==> src/core/usr_pkg.sv <==
// Package with constants and carrier types of the serial timing core
package usr_pkg;
    localparam int          CLK_HZ        = 40000000;
    localparam logic [4:0]  OVS_NORMAL    = 5'h10;
    localparam logic [4:0]  OVS_DOUBLE    = 5'h08;
    localparam logic [4:0]  VOTE_NORMAL   = 5'h08;
    localparam logic [4:0]  VOTE_DOUBLE   = 5'h04;
    localparam logic [3:0]  SPI_BITS      = 4'h8;
    localparam logic [1:0]  RXM_NORMAL    = 2'h0;
    localparam logic [1:0]  RXM_DOUBLE    = 2'h1;
    localparam logic [7:0]  DATA_RST      = 8'h00;

    typedef enum logic [1:0] {
        USR_MODE_ASYNC   = 2'h0,
        USR_MODE_SYNC_H  = 2'h1,
        USR_MODE_SYNC_C  = 2'h2,
        USR_MODE_SPI     = 2'h3
    } usr_mode_t;

    typedef enum logic [1:0] {
        USR_RX_IDLE  = 2'h0,
        USR_RX_START = 2'h1,
        USR_RX_DATA  = 2'h2,
        USR_RX_STOP  = 2'h3
    } usr_rx_state_t;

    typedef struct packed {
        usr_mode_t  mode;
        logic [1:0] receive_mode_field;
        logic       pin_invert_enable;
        logic       clock_phase_select;
        logic       bit_order_select;
        logic       parity_enable;
        logic [3:0] char_bits;
    } usr_cfg_t;

    typedef struct packed {
        logic [8:0] data;
        logic       frame_error;
        logic       parity_error;
    } usr_rx_t;
endpackage

==> src/core/usr_core.sv <==
// Serial timing core: sync edges, host SPI shifting, async recovery
`timescale 1ns/1ps
module usr_core (
    input  wire logic           core_clk,     // Peripheral clock
    input  wire logic           rst_n,        // Async reset, active low
    input  wire usr_pkg::usr_cfg_t cfg,       // Configuration
    input  wire logic           baud_tick,    // Baud generator tick
    input  wire logic [7:0]     tx_data,      // Transmit byte
    input  wire logic           tx_valid,     // Transmit byte offered
    output logic                tx_ready,     // Shift register free
    output logic                tx_done,      // Frame shifted out pulse
    input  wire logic           rxd_pin,      // Receive data pin
    output logic                txd_out,      // Transmit data pin
    input  wire logic           xck_in,       // Serial clock pin input
    output logic                xck_out,      // Serial clock pin output
    output logic                xck_oe_n,     // Serial clock enable, low
    output usr_pkg::usr_rx_t    rx_word,      // Received frame
    output logic                rx_valid      // Frame received pulse
);
    // ------------------------------------------------------------
    // Pin synchronisers
    // ------------------------------------------------------------
    logic [1:0] rxd_sync;
    logic [1:0] xck_sync;
    logic       xck_prev;
    logic       rxd_s;
    logic       xck_s;

    always_ff @(posedge core_clk or negedge rst_n) begin
        if (!rst_n) begin
            rxd_sync <= 2'h3;
            xck_sync <= 2'h0;
            xck_prev <= 1'b0;
        end else begin
            rxd_sync <= {rxd_sync[0], rxd_pin};
            xck_sync <= {xck_sync[0], xck_in};
            xck_prev <= xck_sync[1];
        end
    end
    assign rxd_s = rxd_sync[1];
    assign xck_s = xck_sync[1];

    // ------------------------------------------------------------
    // Mode decode and edge selection
    // ------------------------------------------------------------
    wire is_spi    = (cfg.mode == usr_pkg::USR_MODE_SPI);
    wire is_client = (cfg.mode == usr_pkg::USR_MODE_SYNC_C);
    wire is_sync   = (cfg.mode != usr_pkg::USR_MODE_ASYNC);
    wire is_host   = is_sync && !is_client;
    wire dbl       = (cfg.receive_mode_field == usr_pkg::RXM_DOUBLE)
                     && !is_spi;
    assign xck_oe_n = !is_host;

    // Host toggles its clock on each baud tick while a frame shifts, then stops once back low
    logic       xck_host;
    logic       host_rise;
    logic       host_fall;
    assign host_rise = is_host && baud_tick && !xck_host;
    assign host_fall = is_host && baud_tick && xck_host;
    // Client edges come only from the pin, no baud tick
    wire cl_rise = is_client && xck_s && !xck_prev;
    wire cl_fall = is_client && !xck_s && xck_prev;
    wire e_rise  = host_rise || cl_rise;
    wire e_fall  = host_fall || cl_fall;
    // In host SPI mode only, phase swaps which edge of the pair shifts
    // Host edges are taken before pin inversion, client edges at the pin
    wire shift_on_rise = is_client ? !cfg.pin_invert_enable
                         : (cfg.clock_phase_select || !is_spi);
    wire shift_edge  = shift_on_rise ? e_rise : e_fall;
    wire sample_edge = shift_on_rise ? e_fall : e_rise;
    assign xck_out = xck_host ^ cfg.pin_invert_enable;

    // ------------------------------------------------------------
    // Synchronous transmit / receive shifter
    // ------------------------------------------------------------
    logic [7:0] sh_tx;
    logic [7:0] sh_rx;
    logic [3:0] sh_cnt;
    logic       sh_busy;
    logic       sh_first;
    logic       sync_done;
    wire [3:0]  sh_last = is_spi ? usr_pkg::SPI_BITS
                                 : cfg.char_bits;
    wire        sh_lsb  = !(is_spi && cfg.bit_order_select);
    wire        sh_out  = sh_lsb ? sh_tx[0] : sh_tx[7];
    wire        sh_load = !sh_busy && tx_valid && is_sync;
    wire [7:0]  sh_rx_n = sh_lsb ? {rxd_s, sh_rx[7:1]}
                                 : {sh_rx[6:0], rxd_s};
    wire        sh_step = sh_busy && shift_edge && !sh_first;
    wire        sh_end  = sh_busy && sample_edge
                          && (sh_cnt == sh_last - 4'h1);

    always_ff @(posedge core_clk or negedge rst_n) begin
        if (!rst_n) begin
            xck_host <= 1'b0;
            sh_tx    <= usr_pkg::DATA_RST;
            sh_rx    <= usr_pkg::DATA_RST;
            sh_cnt   <= 4'h0;
            sh_busy  <= 1'b0;
            sh_first <= 1'b0;
        end else begin
            if (is_host && baud_tick && (sh_busy || xck_host))
                xck_host <= !xck_host;
            if (sh_load) begin
                sh_tx    <= tx_data;
                sh_cnt   <= 4'h0;
                sh_busy  <= 1'b1;
                sh_first <= shift_on_rise
                            ^ (is_client && cfg.pin_invert_enable);
            end else begin
                if (shift_edge && sh_busy)
                    sh_first <= 1'b0;
                if (sh_step)
                    sh_tx <= sh_lsb ? {1'b0, sh_tx[7:1]}
                                    : {sh_tx[6:0], 1'b0};
                if (sh_busy && sample_edge) begin
                    sh_rx  <= sh_rx_n;
                    sh_cnt <= sh_cnt + 4'h1;
                end
                if (sh_end)
                    sh_busy <= 1'b0;
            end
        end
    end
    assign sync_done = sh_end;

    // ------------------------------------------------------------
    // Asynchronous clock and data recovery
    // ------------------------------------------------------------
    usr_pkg::usr_rx_state_t rx_state;
    logic [4:0] os_cnt;
    logic [3:0] bit_cnt;
    logic [2:0] votes;
    logic [8:0] rx_sh;
    logic       rx_par;
    wire  [4:0] ovs    = dbl ? usr_pkg::OVS_DOUBLE
                             : usr_pkg::OVS_NORMAL;
    wire  [4:0] vfirst = dbl ? usr_pkg::VOTE_DOUBLE
                             : usr_pkg::VOTE_NORMAL;
    wire        in_vote = (os_cnt >= vfirst)
                          && (os_cnt <= vfirst + 5'h2);
    wire        vote_end = (os_cnt == vfirst + 5'h2);
    wire  [2:0] votes_n = {votes[1:0], rxd_s};
    wire        maj     = (votes_n[0] & votes_n[1])
                          | (votes_n[1] & votes_n[2])
                          | (votes_n[0] & votes_n[2]);
    wire  [3:0] nbits   = cfg.char_bits + {3'h0, cfg.parity_enable};
    wire        a_tick  = baud_tick && !is_sync;
    wire        stop_low;
    wire        async_done;
    logic       stop_seen;

    always_ff @(posedge core_clk or negedge rst_n) begin
        if (!rst_n) begin
            rx_state  <= usr_pkg::USR_RX_IDLE;
            os_cnt    <= 5'h0;
            bit_cnt   <= 4'h0;
            votes     <= 3'h7;
            rx_sh     <= 9'h000;
            stop_seen <= 1'b0;
        end else begin
            stop_seen <= 1'b0;
            if (a_tick) begin
                if (in_vote)
                    votes <= votes_n;
                unique case (rx_state)
                    usr_pkg::USR_RX_IDLE: begin
                        if (!rxd_s) begin
                            os_cnt   <= 5'h2;
                            rx_state <= usr_pkg::USR_RX_START;
                        end
                    end
                    usr_pkg::USR_RX_START: begin
                        os_cnt <= os_cnt + 5'h1;
                        if (vote_end) begin
                            if (maj)
                                rx_state <= usr_pkg::USR_RX_IDLE;
                            else begin
                                // Counter restarts at bit centre
                                os_cnt   <= vfirst + 5'h3 - ovs;
                                bit_cnt  <= 4'h0;
                                rx_state <= usr_pkg::USR_RX_DATA;
                            end
                        end
                    end
                    usr_pkg::USR_RX_DATA: begin
                        os_cnt <= os_cnt + 5'h1;
                        if (vote_end) begin
                            os_cnt  <= vfirst + 5'h3 - ovs;
                            rx_sh   <= {maj, rx_sh[8:1]};
                            bit_cnt <= bit_cnt + 4'h1;
                            if (bit_cnt == nbits - 4'h1)
                                rx_state <= usr_pkg::USR_RX_STOP;
                        end
                    end
                    usr_pkg::USR_RX_STOP: begin
                        os_cnt <= os_cnt + 5'h1;
                        if (vote_end) begin
                            stop_seen <= 1'b1;
                            rx_state  <= usr_pkg::USR_RX_IDLE;
                        end
                    end
                endcase
            end
        end
    end
    assign stop_low   = !maj;
    assign async_done = a_tick && vote_end
                        && (rx_state == usr_pkg::USR_RX_STOP);

    // ------------------------------------------------------------
    // Result registers and handshake
    // ------------------------------------------------------------
    wire [8:0] a_align = rx_sh >> (4'h9 - nbits);
    wire [8:0] a_data  = cfg.parity_enable
                         ? (a_align & ~(9'h001 << cfg.char_bits))
                         : a_align;
    wire       a_par   = ^a_align;

    always_ff @(posedge core_clk or negedge rst_n) begin
        if (!rst_n) begin
            rx_word  <= '0;
            rx_valid <= 1'b0;
            tx_done  <= 1'b0;
            txd_out  <= 1'b1;
            rx_par   <= 1'b0;
        end else begin
            rx_valid <= async_done || (sync_done && is_sync);
            tx_done  <= sync_done;
            rx_par   <= a_par;
            txd_out  <= sh_busy ? sh_out : 1'b1;
            if (async_done) begin
                rx_word.data         <= a_data;
                rx_word.frame_error  <= stop_low;
                rx_word.parity_error <= cfg.parity_enable && a_par;
            end else if (sync_done) begin
                rx_word.data         <= {1'b0, sh_rx_n};
                rx_word.frame_error  <= 1'b0;
                rx_word.parity_error <= 1'b0;
            end
        end
    end
    assign tx_ready = !sh_busy && is_sync;

    // ------------------------------------------------------------
    // Assertions
    // ------------------------------------------------------------
    a_spi_err_zero: assert property (@(posedge core_clk) disable iff (!rst_n)
        rx_valid && $past(is_spi) |-> !rx_word.frame_error
        && !rx_word.parity_error)
        else $error("SPI error flag set");
    a_oe_role: assert property (@(posedge core_clk) disable iff (!rst_n)
        xck_oe_n == is_client || !is_sync)
        else $error("clock pin direction wrong");
    a_start_reject: assert property (@(posedge core_clk) disable iff (!rst_n)
        a_tick && rx_state == usr_pkg::USR_RX_START && vote_end && maj
        |=> rx_state == usr_pkg::USR_RX_IDLE)
        else $error("start bit not rejected");
    a_start_align: assert property (@(posedge core_clk) disable iff (!rst_n)
        a_tick && rx_state == usr_pkg::USR_RX_START && vote_end && !maj
        |=> os_cnt == vfirst + 5'h3 - ovs)
        else $error("counter not aligned");
    a_stop_ferr: assert property (@(posedge core_clk) disable iff (!rst_n)
        async_done |=> rx_valid && rx_word.frame_error == $past(stop_low))
        else $error("frame error mismatch");
    a_idle_after: assert property (@(posedge core_clk) disable iff (!rst_n)
        async_done |=> rx_state == usr_pkg::USR_RX_IDLE)
        else $error("not idle after stop");
    a_client_clk: assert property (@(posedge core_clk) disable iff (!rst_n)
        is_client && !(xck_sync[1] ^ xck_prev) |-> !e_rise && !e_fall)
        else $error("client edge without pin edge");
    a_spi_frame: assert property (@(posedge core_clk) disable iff (!rst_n)
        is_spi && sync_done |-> sh_cnt == 4'h7)
        else $error("SPI frame not eight bits");
    a_edge_split: assert property (@(posedge core_clk) disable iff (!rst_n)
        !(shift_edge && sample_edge))
        else $error("shift and sample coincide");
    c_spi_frame:  cover property (@(posedge core_clk) is_spi && sync_done);
    c_async_ok:   cover property (@(posedge core_clk)
        async_done && !stop_low);
    c_async_ferr: cover property (@(posedge core_clk)
        async_done && stop_low);
    c_dbl_start:  cover property (@(posedge core_clk)
        dbl && rx_state == usr_pkg::USR_RX_DATA);
endmodule

==> config.mk <==
export PLATFORM = sky130hd
export DESIGN_NAME = usr_core
export DESIGN_NICKNAME = d
export VERILOG_FILES = /design/src/core/usr_pkg.sv /design/src/core/usr_core.sv
export SDC_FILE = /design/constraint.sdc
export NUM_CORES = 1
export LEC_CHECK = 0
export ABC_AREA = 1
export BUFFER_PORTS_ARGS = -buffer_cell sky130_fd_sc_hd__buf_2
export CELL_PAD_IN_SITES_DETAIL_PLACEMENT = 0
export CELL_PAD_IN_SITES_GLOBAL_PLACEMENT = 1
export CORE_MARGIN = 4
export CORE_UTILIZATION = 42
export DETAILED_ROUTE_END_ITERATION = 10
export PLACE_DENSITY = 0.88
export SLEW_MARGIN = 10
export SYNTH_ARGS = -nofsm -noshare
export SYNTH_HDL_FRONTEND = slang
export SYNTH_SLANG_ARGS = --single-unit
export TNS_END_PERCENT = 100
==> constraint.sdc <==
create_clock -name core_clk -period 5.55 [get_ports core_clk]
set_input_delay 0.555 -clock core_clk [delete_from_list [all_inputs] [get_ports core_clk]]
set_output_delay 0.555 -clock core_clk [all_outputs]
set_load 0.03 [all_outputs]
Word-level counts from Yosys, hierarchy flattened --
Cells that the tools add are included.
Storage, ports and cells: bits in registers 64, output and inout bits 17
Cells by class: multiplexer cells 37, reductions and logical operators 56, shift operators 2, $lt $le $gt $ge 2, $add $sub $neg 10, equality and inequality tests 15, bitwise operators 10
Operator list (number):
- 8-bit 2-to-1 mux | 4
- 4-bit 2-to-1 mux | 7
- 1-bit logical AND | 25
- 5-bit 2-to-1 mux | 5
- 11-bit 2-to-1 mux | 2
- 5-bit one-hot mux with 4 select lines | 1
- 2-bit nonzero test | 7
- 2-bit 2-to-1 mux | 6
- 2-bit inequality test, second input constant | 6
- 1-bit zero test | 11
- 4-bit by 2-bit adder with 5-bit output, second input constant | 2
- 9-bit AND | 1
- 1-bit 2-to-1 mux | 9
- 9-bit 2-to-1 mux | 1
- 9-bit NOT | 1
- 9-bit XOR reduction | 1
- 1-bit by 4-bit << shifter with 9-bit output, first input constant | 1
- 9-bit by 4-bit >> shifter with 9-bit output | 1
- 4-bit by 1-bit adder with 4-bit output, second input constant | 2
- 2-bit == test, second input constant | 4
- 4-bit == test | 2
- 2-bit one-hot mux with 4 select lines | 1
- 4-bit one-hot mux with 2 select lines | 1
- 4-bit by 1-bit subtractor with 4-bit output, second input constant | 2
- 18 further kinds | 29

Depth between registers and ports, before layout --
depth after elaboration 11, gate-level depth with buffers 20

Least setup slack after synthesis --
OpenSTA, ideal clock, no wires.
path type input port to flip-flop, from in cfg[0] (netlist bit), to reg rx_word[0] (netlist bit), cell stages on the path 19, data required time 5.433 ns, setup slack 2.810 ns, arrival time 2.623 ns, path buffers 2, path through ha_1 ha_1 buf_4 inv_2 ha_1 clkbuf_1 nand3_1 nand2_1 nand2_1 nand2_1 nand2_1 nand2_1 nand2_1 inv_1 nand2_1 nand2_1 nand2_1 nand3_1 nand2_1
On the way: cells in the longest elaborated chain, start to end 6, elaborated cells on any way between the ends 11
Ends and longest elaborated chain:
- from (decl) | line usr_core.sv:6 | input wire usr_pkg::usr_cfg_t cfg,
- 4-bit by 1-bit adder with 4-bit output | line usr_core.sv:147 | wire [3:0] nbits = cfg.char_bits + {3'h0, cfg.parity_enable};
- 4-bit subtractor | line usr_core.sv:214 | wire [8:0] a_align = rx_sh >> (4'h9 - nbits);
- 9-bit by 4-bit >> shifter with 9-bit output | line usr_core.sv:214
- 9-bit XOR reduction | line usr_core.sv:218 | wire a_par = ^a_align;
- 1-bit logical AND | line usr_core.sv:235 | rx_word.parity_error <= cfg.parity_enable && a_par;
- 11-bit 2-to-1 mux | line usr_core.sv:232 | if (async_done) begin
- to (decl) | line usr_core.sv:17 | output usr_pkg::usr_rx_t rx_word,
Parallel ways exist; a longest one is shown, timed or not. A chain may end at the register's enable or synchronous reset.

Worst setup path after layout --
Same ends and word-level chain as after synthesis.

==> impl_results.md <==
* CP max FO at 12
* Synthesis Warnings at 0
* Worst setup EP type: register
* Core area at 0.009371 mm²
* VDD IR max at 0.1838 mV
* Hold Slack at 0.3208 ns
* EDFF count, synth at 0
* DRC viols at 0
* Crit share post-route at 57.37%
* Antenna viol nets, final at 0
* Post-layout min period at 3.184 ns
* Leak pwr at 2.279 nW
* Vias in the first global route at 3484
* Fraction of final layout cells sized beyond drive strength 1 at 18.07%
* Ys flop type: dfrtp_1
* Via count at 3682
* Worst Hold Launch: rxd_pin
* Root buf cell: clkbuf_8
* Max-Cap Viols at 0
* Final hold vios at 0
* Non-filler instance count after layout at 710
* Largest net degree at the start of global routing at 65
* R2R depth at 9
* Worst slew pin tran at 0.8157 ns
* Drt first pass iters at 6
* Routability cong. at about 0.90
* Highest clock rate at between 300 and 400 MHz
* Die Area at 0.01144 mm²
* Hold Buf Count CTS at 0
* Seq/Total Area, Yosys at 39.09%
* Total Wirelength at 9590 µm
* Gr usage total at 17.72%
* Yosys reg bits at 64
* Rows at 35
* CTS clk-pin slew, worst paths at roughly 0.07 ns
* Global-route wire length before repair at 16450 µm
* Wire per inst at roughly 14 µm
* Worst hold path class: input port to register
* CTS tree: done
* Post-Syn Area at 0.004113 mm²
* Fin nets at 615
* Mean Syn Cell Area at 7.659 µm²
* Setup TNS at 0 ns
* Postcts setup bufs at 0
* Synth-to-Final Area Change at 11.77%
* CTS Buf Count at 9
* CTS resizes at 0
* Worst EP arrival at roughly 3.4 ns
* Flop2flop setup slack at 3.39 ns
* Register Area at roughly 0.0016 mm²
* Skew-Pair Late Insertion Delay at roughly 0.34 ns
* Die X at around 110 µm
* Clock Path Buffers at 2
* Critical path class: input port to register
* Final Setup Violations at 0
* Post-Place Cells at 694
* Fillers at 966
* Mapped Cells at 537
* Skew final at 0.01482 ns
* Chip height at approximately 110 µm
* R2R Path End: rx_word[4]$_DFFE_PN0P_
* Unrepaired setup endpoints after global routing: no
* Crit path launch type: input port
* Worst endpoint required time at roughly 5.8 ns
* Syn nets at between 500 and 600
* Initial antenna violation count at 0
* Starting density of the core at 43.89%
* Core Util, Final at 49.05%
* H-Tree Depth at 3
* Pwr/cell area at about 410 mW/mm²
* Drt initial violations at 196
* IO buf count at 42
* Status: completed
* Diode count at 0
* CP startpoint: cfg[0]
* Post-synth ARST share at 100.0%
* Hold Path End: rxd_sync[0]$_DFF_PN1_
* Post-DP HPWL at 7230 µm
* Vias per cell at 5.186
* Count of cell types in the netlist at 44
* Area of the multi-input gates at between 0.002 and 0.0025 mm²
* Worst Hold Path Cells at 1
* Clock sink count at 64
* Congestion Overflow GR at 0
* Slew headroom at 45.62%
* Worst R2R Start: os_cnt[2]$_DFFE_PN0P_
* Slew Viols, Final at 0
* # IOs at 43
## layer usage
layer  part of all wire, %  up-vias  GRT usage, %
met5                     0        -             0
met3                   4.5        6         3.492
li1                      -     1859             -
met1                    49     1728         24.40
met2                    46       89         28.73
met4                  0.97        0         4.384
## critical path, cell delays in order
cell and delay [ns]:
buf_2 0.13, ha_1 0.26, ha_1 0.50, inv_2 0.18, ha_1 0.53, clkinv_1 0.33, nand3_1 0.16, nand2_1 0.06
nand2_1 0.12, inv_1 0.08, nand2_1 0.06, nand3_1 0.09, nand2_1 0.08, nand2_1 0.06, nand2_1 0.06, nand2_1 0.04
nand3_1 0.06, nand2_1 0.05
## worst max path at each step
stage | endpoint | slack, ns
after floorplan | rx_word[0]$_DFFE_PN0P_ | 2.81
after global placement | rx_word[0]$_DFFE_PN0P_ | 2.14
after detailed placement | rx_word[0]$_DFFE_PN0P_ | 2.06
after CTS | rx_word[0]$_DFFE_PN0P_ | 2.41
after global routing | rx_word[0]$_DFFE_PN0P_ | 2.07
final | rx_word[0]$_DFFE_PN0P_ | 2.37
## state kept, by name, summed over array words and instances (netlist names), 2 cells and up, named ones only
name,count
bit_cnt,4
os_cnt,5
rx_sh,9
rx_word,11
rxd_sync,2
sh_cnt,4
sh_rx,8
sh_tx,8
votes,2
xck_sync,2
## cell families after synthesis
kind of cell	share of synthesized area [%]
xor gates and xnor gates	3.803
DFF	39.09
adders and majority gates	3.955
buffers and inverters	8.275
and+or+nand+nor	28.08
AOI/OAI and AO/OA	14.60
muxes	2.191
## cell usage in the layout (no fill, tap or decap), types with 11 or more instances in the layout
cell,n
ha_1,13
inv_2,11
nand3_1,55
dfrtp_1,59
o211ai_1,12
inv_1,52
a21oi_1,13
nor2_1,27
o21ai_0,50
buf_2,42
nand2_1,145
## per-stage QoR
step	cell area [µm²]	worst slack (ns)	power [mW]
floorplan	4113	2.810	1.273
global placement	4392	2.136	1.443
detailed placement	4392	2.063	1.461
CTS	4597	2.410	1.881
global route	4597	2.067	2.022
finish	4597	2.366	1.867
## Yosys cell counts (2+ instances only)
master / n / area (µm²)
o2111ai_1: 4 / 35.03
a21oi_1: 13 / 65.06
xor2_1: 10 / 87.58
buf_2: 2 / 10.01
mux2_2: 8 / 90.09
buf_4: 5 / 37.54
xnor2_1: 6 / 52.55
dfrtp_1: 59 / 1476
nor2_2: 2 / 12.51
inv_2: 11 / 41.29
nand2_4: 2 / 22.52
o32ai_1: 2 / 17.52
o21ai_0: 50 / 250.2
o41ai_1: 2 / 17.52
nand3_2: 3 / 30.03
o21ai_1: 5 / 25.02
clkbuf_1: 5 / 18.77
buf_6: 3 / 33.78
nor3_1: 6 / 30.03
nand3_1: 55 / 275.3
nand2_2: 7 / 43.79
dfstp_2: 5 / 131.4
nand4_1: 3 / 18.77
o211ai_1: 12 / 90.09
nor2_1: 27 / 101.4
ha_1: 13 / 162.7
nand2_1: 145 / 544.3
o21a_1: 2 / 15.01
inv_1: 52 / 195.2
o22ai_1: 3 / 18.77
nor2_4: 2 / 22.52
## power breakdown
part	leakage, nW	switching (mW)	internal (mW)
Clock	0.0989	0.191	0.221
Combinational	1.37	0.479	0.246
Sequential	0.811	0.115	0.615
## area by class of cell
class                      instances  area share (%)
timing repair buffer              43           4.736
clock inverter                     6           1.470
sequential                        64           34.98
multi-input combinational        394           47.09
inverter                          64           5.226
tap                              129           3.511
clock buffer                      10           2.994
(Power assumes the default switching activity.)
